**src/rtl/mcd_pkg.sv**
```systemverilog
/*
  Constants, types and the frequency arithmetic shared by the calibration
  divider and deviation controller. Assumes a 125 MHz core clock.
*/
package mcd_pkg;
  // Clock and display refresh
  localparam int CLK_HZ = 125_000_000;
  localparam int REFRESH_MS = 200;
  localparam int REFRESH_CYC = CLK_HZ / 1000 * REFRESH_MS;

  // Register byte offsets
  localparam logic [7:0] A_DEN = 8'h00;
  localparam logic [7:0] A_NUM = 8'h04;
  localparam logic [7:0] A_LVL = 8'h08;
  localparam logic [7:0] A_FMIN = 8'h0c;
  localparam logic [7:0] A_FMAX = 8'h10;
  localparam logic [7:0] A_DEV = 8'h14;
  localparam logic [7:0] A_PSET = 8'h18;
  localparam logic [7:0] A_PSW = 8'h1c;
  localparam logic [7:0] A_CTRL = 8'h20;
  localparam logic [7:0] A_SWEEP = 8'h24;
  localparam logic [7:0] A_RANGE = 8'h28;
  localparam logic [7:0] A_STAT = 8'h2c;
  localparam logic [7:0] A_FOUT = 8'h30;

  // Field positions
  localparam int CTL_TOGGLE = 0;
  localparam int CTL_BEEP = 1;
  localparam int CTL_ERRCLR = 2;
  localparam int PSW_UP = 0;
  localparam int PSW_DN = 1;
  localparam int RANGE_CUR = 3;

  // Divider limits and reset values
  localparam logic [3:0] DEN_MIN = 4'h4;
  localparam logic [3:0] DEN_MAX = 4'hf;
  localparam logic [3:0] DEN_RST = 4'h4;

  // Main level in 0.01 % of range rating
  localparam logic [13:0] LVL_MAX = 14'h2ee0;
  localparam logic [39:0] BEEP_LIM = 40'h0059682f00;

  // Deviation in 0.01 % steps
  localparam logic signed [15:0] DEV_MAX = 16'sh07d0;
  localparam logic signed [15:0] DEV_MIN = -16'sh07d0;
  localparam logic signed [15:0] DEV_ZERO = 16'sh0000;
  localparam logic signed [15:0] DEV_ONE = 16'sh0001;
  localparam logic signed [15:0] DEV_P2 = 16'sh00c8;
  localparam logic signed [15:0] DEV_P5 = 16'sh01f4;
  localparam logic signed [31:0] DEV_SCALE = 32'sh00002710;

  // Frequencies in mHz
  localparam logic [19:0] F_HI = 20'hf4240;
  localparam logic [19:0] F_LO = 20'h04e20;
  localparam logic [19:0] FMIN_RST = 20'h0afc8;
  localparam logic [19:0] FMAX_RST = 20'h0fde8;

  typedef enum logic [1:0] {PS_OFF, PS_0, PS_2, PS_5} mcd_preset_t;
  typedef enum logic [1:0] {SW_HOLD, SW_UP, SW_DOWN} mcd_sweep_t;

  typedef struct packed {
    logic [3:0] den;
    logic [3:0] num;
  } mcd_div_t;

  typedef struct packed {
    logic [19:0] fmin;
    logic [19:0] fmax;
  } mcd_meter_t;

  // Span x n/m + min - span x deviation, in mHz
  function automatic logic signed [31:0] calc_freq(mcd_meter_t m, mcd_div_t d,
                                                   logic signed [15:0] dv);
    logic signed [31:0] sp;
    logic signed [31:0] a;
    logic signed [31:0] b;
    sp = $signed({12'h000, m.fmax}) - $signed({12'h000, m.fmin});
    a = (sp * $signed({28'h0000000, d.num})) / $signed({28'h0000000, d.den});
    b = (sp * 32'(dv)) / DEV_SCALE;
    return a + $signed({12'h000, m.fmin}) - b;
  endfunction : calc_freq

  // Rating of a voltage range in mV
  function automatic logic [19:0] rating_mv(logic [2:0] idx);
    case (idx)
      3'h0: rating_mv = 20'h00064;
      3'h1: rating_mv = 20'h003e8;
      3'h2: rating_mv = 20'h02710;
      3'h3: rating_mv = 20'h186a0;
      3'h4: rating_mv = 20'h493e0;
      default: rating_mv = 20'hf4240;
    endcase
  endfunction : rating_mv

  // Deviation a preset loads; sign follows direction
  function automatic logic signed [15:0] preset_dev(mcd_preset_t p, logic up);
    logic signed [15:0] v;
    v = DEV_ZERO;
    if (p == PS_2) begin
      v = DEV_P2;
    end else if (p == PS_5) begin
      v = DEV_P5;
    end
    return up ? v : -v;
  endfunction : preset_dev
endpackage : mcd_pkg

```
**src/rtl/mcd_ctrl.sv**
```systemverilog
/*
  Settings controller of a calibration source: divider, main level,
  deviation with presets, output on/off and output frequency.
  Assumes a plain register port, synchronous inputs, and a sweep engine
  that pulses sweep_step at the sweep rate.
*/
module mcd_ctrl #(
  parameter int REFRESH_CYC = mcd_pkg::REFRESH_CYC,
  parameter logic [7:0] ERR_CODE = 8'h5a // Arbitrary value
) (
  // Clock, reset, enable
  input wire logic core_clk,
  input wire logic rst_b,
  input wire logic ce,
  // Register port
  input wire logic [7:0] addr,
  input wire logic [31:0] wdata,
  input wire logic wr,
  input wire logic rd,
  output logic [31:0] rdata,
  // Retained storage and events
  input wire logic [3:0] den_stored,
  input wire logic ovl_det,
  input wire logic sweep_step,
  // Indicators and results
  output logic [3:0] den_save,
  output logic out_on,
  output logic led_on,
  output logic led_off,
  output logic beep_req,
  output logic blink,
  output logic [19:0] disp_freq,
  output logic err_flag,
  output logic [7:0] err_code
);
  localparam int RW = $clog2(REFRESH_CYC + 1);
  localparam logic [RW-1:0] REF_LAST = RW'(REFRESH_CYC - 1);

  mcd_pkg::mcd_div_t div;
  mcd_pkg::mcd_meter_t met;
  mcd_pkg::mcd_preset_t preset;
  mcd_pkg::mcd_preset_t next_preset;
  mcd_pkg::mcd_sweep_t sweep;
  logic [13:0] level;
  logic [13:0] next_level;
  logic signed [15:0] dev;
  logic signed [15:0] wdev;
  logic signed [31:0] freq;
  logic [3:0] range;
  logic [RW-1:0] ref_cnt;
  logic beep_en;
  logic init_done;
  logic next_out;

  // Write decode
  logic w_den, w_num, w_lvl, w_fmin, w_fmax, w_dev, w_pset, w_psw;
  logic w_ctrl, w_sweep, w_range;
  assign w_den = wr && addr == mcd_pkg::A_DEN;
  assign w_num = wr && addr == mcd_pkg::A_NUM;
  assign w_lvl = wr && addr == mcd_pkg::A_LVL;
  assign w_fmin = wr && addr == mcd_pkg::A_FMIN;
  assign w_fmax = wr && addr == mcd_pkg::A_FMAX;
  assign w_dev = wr && addr == mcd_pkg::A_DEV;
  assign w_pset = wr && addr == mcd_pkg::A_PSET;
  assign w_psw = wr && addr == mcd_pkg::A_PSW;
  assign w_ctrl = wr && addr == mcd_pkg::A_CTRL;
  assign w_sweep = wr && addr == mcd_pkg::A_SWEEP;
  assign w_range = wr && addr == mcd_pkg::A_RANGE;

  // Accepted changes
  logic den_chg, num_chg, num_up, met_chg, fmin_ok, fmax_ok;
  logic dev_ok, pset_chg, psw_up, psw_dn, range_chg, toggle, sw_hold;
  assign sw_hold = sweep == mcd_pkg::SW_HOLD;
  assign den_chg = w_den && wdata >= {28'h0000000, mcd_pkg::DEN_MIN}
                   && wdata <= {28'h0000000, mcd_pkg::DEN_MAX};
  assign num_chg = w_num && wdata <= {28'h0000000, div.den}
                   && wdata[3:0] != div.num;
  assign num_up = wdata[3:0] > div.num;
  assign fmin_ok = w_fmin && wdata <= {12'h000, met.fmax};
  assign fmax_ok = w_fmax && wdata >= {12'h000, met.fmin}
                   && wdata <= {12'h000, mcd_pkg::F_HI};
  assign met_chg = fmin_ok || fmax_ok;
  assign wdev = wdata[15:0];
  assign dev_ok = w_dev && sw_hold
                  && wdev >= mcd_pkg::DEV_MIN && wdev <= mcd_pkg::DEV_MAX
                  && mcd_pkg::calc_freq(met, div, wdev)
                     < $signed({12'h000, mcd_pkg::F_HI});
  assign pset_chg = w_pset && sw_hold
                    && wdata[1:0] != preset;
  assign psw_up = w_psw && sw_hold && wdata[mcd_pkg::PSW_UP];
  assign psw_dn = w_psw && sw_hold && wdata[mcd_pkg::PSW_DN];
  assign range_chg = w_range && wdata[3:0] != range;
  assign toggle = w_ctrl && wdata[mcd_pkg::CTL_TOGGLE];
  assign next_level = wdata > {18'h0, mcd_pkg::LVL_MAX} ?
                      mcd_pkg::LVL_MAX : wdata[13:0];

  // Preset switch steps OFF, 0, 2, 5
  always_comb begin
    next_preset = preset;
    if (pset_chg) begin
      next_preset = mcd_pkg::mcd_preset_t'(wdata[1:0]);
    end else if (psw_up && preset != mcd_pkg::PS_5) begin
      next_preset = mcd_pkg::mcd_preset_t'(preset + 2'h1);
    end else if (psw_dn && preset != mcd_pkg::PS_OFF) begin
      next_preset = mcd_pkg::mcd_preset_t'(preset - 2'h1);
    end
  end

  // Sweep stop and advance
  logic sw_stop, sw_adv;
  assign sw_stop = (sweep == mcd_pkg::SW_UP && (dev <= mcd_pkg::DEV_MIN
                    || freq >= $signed({12'h000, mcd_pkg::F_HI})))
                   || (sweep == mcd_pkg::SW_DOWN && (dev >= mcd_pkg::DEV_MAX
                    || freq <= $signed({12'h000, mcd_pkg::F_LO})));
  assign sw_adv = sweep_step && !sw_hold && !sw_stop;

  // Divider, with power-up restore
  always_ff @(posedge core_clk or negedge rst_b) begin
    if (!rst_b) begin
      init_done <= 1'b0;
      div <= {mcd_pkg::DEN_RST, mcd_pkg::DEN_RST};
    end else if (ce) begin
      if (!init_done) begin
        init_done <= 1'b1;
        if (den_stored >= mcd_pkg::DEN_MIN) begin
          div <= {den_stored, den_stored};
        end
      end else if (den_chg) begin
        div <= {wdata[3:0], wdata[3:0]};
      end else if (num_chg) begin
        div.num <= wdata[3:0];
      end
    end
  end
  assign den_save = div.den;

  // Main level, meter limits, range, beep enable
  always_ff @(posedge core_clk or negedge rst_b) begin
    if (!rst_b) begin
      level <= '0;
      met <= {mcd_pkg::FMIN_RST, mcd_pkg::FMAX_RST};
      range <= '0;
      beep_en <= 1'b1;
    end else if (ce) begin
      if (w_lvl) begin
        level <= next_level;
      end
      if (fmin_ok) begin
        met.fmin <= wdata[19:0];
      end
      if (fmax_ok) begin
        met.fmax <= wdata[19:0];
      end
      if (w_range) begin
        range <= wdata[3:0];
      end
      if (w_ctrl) begin
        beep_en <= wdata[mcd_pkg::CTL_BEEP];
      end
    end
  end

  // Deviation
  always_ff @(posedge core_clk or negedge rst_b) begin
    if (!rst_b) begin
      dev <= mcd_pkg::DEV_ZERO;
    end else if (ce) begin
      if (sw_adv) begin
        dev <= sweep == mcd_pkg::SW_UP ? dev - mcd_pkg::DEV_ONE
                                        : dev + mcd_pkg::DEV_ONE;
      end else if (den_chg || w_lvl || met_chg) begin
        dev <= mcd_pkg::DEV_ZERO;
      end else if (num_chg) begin
        if (preset != mcd_pkg::PS_OFF) begin
          dev <= mcd_pkg::preset_dev(preset, num_up);
        end
      end else if (dev_ok) begin
        dev <= wdev;
      end else if (psw_dn && preset == mcd_pkg::PS_OFF) begin
        dev <= mcd_pkg::DEV_ZERO;
      end else if (next_preset != preset && next_preset != mcd_pkg::PS_OFF) begin
        dev <= mcd_pkg::preset_dev(next_preset, 1'b1);
      end
    end
  end

  // Preset selection
  always_ff @(posedge core_clk or negedge rst_b) begin
    if (!rst_b) begin
      preset <= mcd_pkg::PS_0;
    end else if (ce) begin
      preset <= next_preset;
    end
  end

  // Sweep direction
  always_ff @(posedge core_clk or negedge rst_b) begin
    if (!rst_b) begin
      sweep <= mcd_pkg::SW_HOLD;
    end else if (ce) begin
      if (sw_stop || w_lvl || met_chg) begin
        sweep <= mcd_pkg::SW_HOLD;
      end else if (w_sweep) begin
        unique case (wdata[1:0])
          2'h1: sweep <= mcd_pkg::SW_UP;
          2'h2: sweep <= mcd_pkg::SW_DOWN;
          default: sweep <= mcd_pkg::SW_HOLD;
        endcase
      end
    end
  end

  // Output state and indicators
  always_comb begin
    next_out = out_on;
    if (ovl_det || range_chg) begin
      next_out = 1'b0;
    end else if (toggle) begin
      next_out = !out_on;
    end
  end

  always_ff @(posedge core_clk or negedge rst_b) begin
    if (!rst_b) begin
      out_on <= 1'b0;
      led_on <= 1'b0;
      led_off <= 1'b1;
    end else if (ce) begin
      out_on <= next_out;
      led_on <= next_out;
      led_off <= !next_out;
    end
  end

  // Overload error latch, set wins over clear
  always_ff @(posedge core_clk or negedge rst_b) begin
    if (!rst_b) begin
      err_flag <= 1'b0;
      err_code <= '0;
    end else if (ce) begin
      if (ovl_det) begin
        err_flag <= 1'b1;
        err_code <= ERR_CODE;
      end else if (w_ctrl && wdata[mcd_pkg::CTL_ERRCLR]) begin
        err_flag <= 1'b0;
        err_code <= '0;
      end
    end
  end

  // Beep on high voltage level or sweep stop
  logic [39:0] lvl_mv;
  assign lvl_mv = 40'(next_level) * 40'(mcd_pkg::rating_mv(range[2:0]));
  always_ff @(posedge core_clk or negedge rst_b) begin
    if (!rst_b) begin
      beep_req <= 1'b0;
    end else if (ce) begin
      beep_req <= beep_en && ((w_lvl && !range[mcd_pkg::RANGE_CUR]
                  && lvl_mv >= mcd_pkg::BEEP_LIM) || sw_stop);
    end
  end

  // Output frequency and blink
  always_ff @(posedge core_clk or negedge rst_b) begin
    if (!rst_b) begin
      freq <= '0;
      blink <= 1'b0;
    end else if (ce) begin
      freq <= mcd_pkg::calc_freq(met, div, dev);
      blink <= freq >= $signed({12'h000, mcd_pkg::F_HI})
               || freq < $signed({12'h000, mcd_pkg::F_LO});
    end
  end

  // Display refresh while output is on
  always_ff @(posedge core_clk or negedge rst_b) begin
    if (!rst_b) begin
      ref_cnt <= '0;
      disp_freq <= '0;
    end else if (ce) begin
      if (!out_on) begin
        ref_cnt <= '0;
      end else if (ref_cnt == REF_LAST) begin
        ref_cnt <= '0;
        disp_freq <= freq[19:0];
      end else begin
        ref_cnt <= ref_cnt + RW'(1);
      end
    end
  end

  // Read port, data in the cycle after the strobe
  always_ff @(posedge core_clk or negedge rst_b) begin
    if (!rst_b) begin
      rdata <= '0;
    end else if (ce) begin
      rdata <= '0;
      if (rd) begin
        unique case (addr)
          mcd_pkg::A_DEN: rdata <= {28'h0000000, div.den};
          mcd_pkg::A_NUM: rdata <= {28'h0000000, div.num};
          mcd_pkg::A_LVL: rdata <= {18'h0, level};
          mcd_pkg::A_FMIN: rdata <= {12'h000, met.fmin};
          mcd_pkg::A_FMAX: rdata <= {12'h000, met.fmax};
          mcd_pkg::A_DEV: rdata <= 32'(dev);
          mcd_pkg::A_PSET: rdata <= {30'h0, preset};
          mcd_pkg::A_CTRL: rdata <= {30'h0, beep_en, 1'b0};
          mcd_pkg::A_SWEEP: rdata <= {30'h0, sweep};
          mcd_pkg::A_RANGE: rdata <= {28'h0000000, range};
          mcd_pkg::A_STAT: rdata <= {27'h0, sweep, blink, err_flag, out_on};
          mcd_pkg::A_FOUT: rdata <= freq;
          default: rdata <= '0;
        endcase
      end
    end
  end
endmodule : mcd_ctrl

```
**config.mk**
```make
export PLATFORM = sky130hd
export DESIGN_NAME = mcd_ctrl
export DESIGN_NICKNAME = d
export VERILOG_FILES = /design/src/rtl/mcd_pkg.sv /design/src/rtl/mcd_ctrl.sv
export SDC_FILE = /design/constraint.sdc
export NUM_CORES = 2
export LEC_CHECK = 0
export ABC_AREA = 1
export ABC_CLOCK_PERIOD_IN_PS = 62600
export BUFFER_PORTS_ARGS = -buffer_cell sky130_fd_sc_hd__clkbuf_2
export CELL_PAD_IN_SITES_DETAIL_PLACEMENT = 1
export CELL_PAD_IN_SITES_GLOBAL_PLACEMENT = 1
export CORE_ASPECT_RATIO = 1.1
export CORE_MARGIN = 5
export CORE_UTILIZATION = 48
export DETAILED_ROUTE_END_ITERATION = 16
export PLACE_DENSITY = 0.9
export SETUP_SLACK_MARGIN = 0.3
export SYNTH_ARGS = -nofsm -noshare
export SYNTH_HDL_FRONTEND = slang
export SYNTH_SLANG_ARGS = --single-unit
```
**constraint.sdc**
```tcl
create_clock -name core_clk -period 62.6 [get_ports core_clk]
set_input_delay 6.26 -clock core_clk [delete_from_list [all_inputs] [get_ports core_clk]]
set_output_delay 6.26 -clock core_clk [all_outputs]
set_load 0.02 [all_outputs]
```
==> out/qor.txt <==
Tcrit/Tclk final: 93.0%
final setup fails: 0
crit path time final: 58.22 ns
Skew-Pair Late Insertion Delay: 0.56 ns
Ys Warns: 0
status: completed
Register-to-Register Path Depth: 383
flops & latches, synth: 202
crit path launch: met[22]
final-stage net count: 15000
CP peak stage delay: 0.55 ns
Hold Path Cell Cnt: 2
gate count after technology mapping: 13500
Post-Synth Adder-Cell Area: 27.7%
routed length per instance: 22.3 um
largest family of logic cells by synthesized area: simple AND/OR/NAND/NOR gates
DRC viols: 0
crit path kind: reg2reg
Initial DRC Count: 6991
gr usage total: 36.8%
Core Area: 179000 sq um
largest net degree at the start of global routing: 94
CP max stage cell: fa_1
Main synth FF type: dfrtp_1
Hold Buf Count CTS: 0
first-pass GRT wire length: 551000 um
worst hold-check path type: reg2reg
Synth top area share: 18.6%
clk_skew: 0.0127 ns
area delta synth->final: 5.47%
cell area after synthesis: 86100 sq um
Die ar.: 188000 sq um
multiplexer share of the synthesized area: 0%
Die H: 454 um
fin. max-slew vios: 0
Vias: 92900
CTS Buffer Depth: 3
DRT Pass-1 Iters: 8
Hold Fails Final Rpt: 0
Max Cap Viol: 0
grt ovf: 0
Simple-Gate Fraction of Synth Area: 37.8%
setup TNS: 0 ns
wirelength, routed: 356000 um
worst r2r dst: dev[13]
# rows: 163
most frequent cells after synthesis: nand2_1, inv_1, nor2_1
worst r2r src: met[22]
initial antenna violation count: 16
H-tree Lvls: 1
DP HPWL: 294000 um
XOR/XNOR Fraction of Synth Area: 6.29%
kind of end point of the critical path: register
final cell count without fillers: 16000
port bufs: 116
arrival time worst endpoint: 58.70 ns
Hold EP: beep_req
Crit Path Max Fanout: 22
I/O Pins: 121
DIE WIDTH: 414 um
EDFF count, synth: 0
Clock Sinks: 202
Root Buffer: clkbuf_16
Max Fclk: 0.0172 GHz
Placed Cells incl. Taps: 15800
Num CTS Buffers: 22
register-to-register setup slack: 4.38 ns
post-synth top area cell: fa_1
critical hold path startpoint: beep_req
layout cell share with drive strength beyond 1: 10.1%
sequential cell area fraction in the yosys report: 5.91%
most frequent cell after synthesis: nand2_1
CTS tree: yes
Least-Margin Pin Slew: 1.44 ns
vias in the first global route: 100000
GP Congestion: 1.02
Starting Density: 48.1%
top post-synthesis cells by area: fa_1, nand2_1, inv_1, ha_1, nor2_1
Worst-path clk slew: 0.07 ns
Post-Syn Area per Cell: 6.40 sq um
DR vias/cell: 5.82
Worst Setup Start Kind: register
Yosys cell types: 92
post-synthesis compound-gate area fraction: 8.77%
CP most frequent cell: nand2_1
Slew Limit Headroom: 4.00%
Post-synth ARST share: 100%
Routed Antenna Nets: 0
CP required: 63.07 ns
stage by stage:
step	area, sq um	hold slack (ns)	utilization (%)	setup WS, ns
6_report	90800	0.493	50.8	4.38
5_1_grt	90800	0.517	50.8	-0.298
4_1_cts	89800	0.491	50.2	0.367
3_5_place_dp	89000	0.470	49.8	-1.05
3_3_place_gp	89000	0.459	49.8	2.76
2_1_floorplan	86100	0.449	-	5.08
what timing repair did:
| item | CTS | global route |
|---|---|---|
| resized for setup | 11 | 102 |
| pin swaps | 3 | 50 |
| cloned | 2 | 1 |
| buffers inserted | 0 | 83 |
| endpoints found under the setup margin | 26 | 47 |
routing by layer:
metal	vias to the layer above	share of wire (%)	track usage, %	routed length [um]
met2	3771	47	62.3	166000
met4	14	7.9	23.6	28100
met3	1593	7.5	6.67	26700
met5	-	0.027	0	97
li1	42100	-	-	-
met1	45400	38	42.9	136000
cell usage in the layout (no fill, tap or decap), drive strengths merged, types with 8 or more instances in the layout:
cell     count
a211oi      28
a21o        17
a21oi      434
a22o        17
a31oi       38
buf        246
clkbuf     145
clkinv      91
conb        10
dfrtp      177
dfstp       25
diode        9
fa         800
ha         629
inv       2472
nand2     3672
nand3     1015
nand3b      62
nand4      316
nor2      1654
nor3       167
nor4        45
o2111ai     12
o211ai      19
o21a         8
o21ai      593
o21bai      51
o221ai       8
o22ai       46
o31ai       24
or2         52
xnor2      174
xor2       443
worst max-delay path, delay by kind of cell, from the launching register on:
family | cells | cell delay [ns]
xor+xnor | 3 | 0.70
fa+ha+maj | 34 | 11.52
compound gates | 86 | 13.28
simple gates | 202 | 26.04
flops | 1 | 0.42
buf+inv | 58 | 6.01
registers in the layout (all words and copies together), names as in the netlist:
name / flops
level: 14
div: 4
met: 40
preset: 2
rdata: 32
beep_req: 1
sweep: 2
init_done: 1
err_code: 1
range: 4
blink: 1
led_off: 1
disp_freq: 20
dev: 16
ref_cnt: 25
freq: 32
den_save: 4
beep_en: 1
led_on: 1
how the worst max path moves through the flow:
stage                         end  slack (ns)  depth (start not counted)
after floorplan           dev[14]        5.08                        409
after global placement     dev[4]        2.76                        377
after detailed placement  dev[12]       -1.05                        381
after CTS                 dev[12]        0.37                        383
after global routing      dev[13]       -0.30                        392
final                     dev[13]        4.38                        383
final cells by class:
cell class | count | area [sq um]
Tap cell | 2392 | 2990
Timing Repair Buffer | 361 | 2440
Fill cell | 24600 | 88000
Multi-Input combinational cell | 10400 | 69800
Sequential cell | 202 | 5090
Antenna cell | 9 | 22.5
Inverter | 2556 | 9710
Clock inverter | 10 | 98.8
Clock buffer | 30 | 642
Timing Repair inverter | 1 | 8.76
cell families after synthesis:
| family | after synthesis |
|---|---|
| AO/OA/AOI/OAI | 1328 |
| XOR/XNOR | 617 |
| buffers and inverters | 2872 |
| flip-flops | 202 |
| adder cells (fa/ha/maj) | 1429 |
| AND/OR/NAND/NOR | 7003 |
| other | 1 |
Power is not shown: default switching activity piles up to over one toggle a cycle in this logic, so the estimate is an artifact.
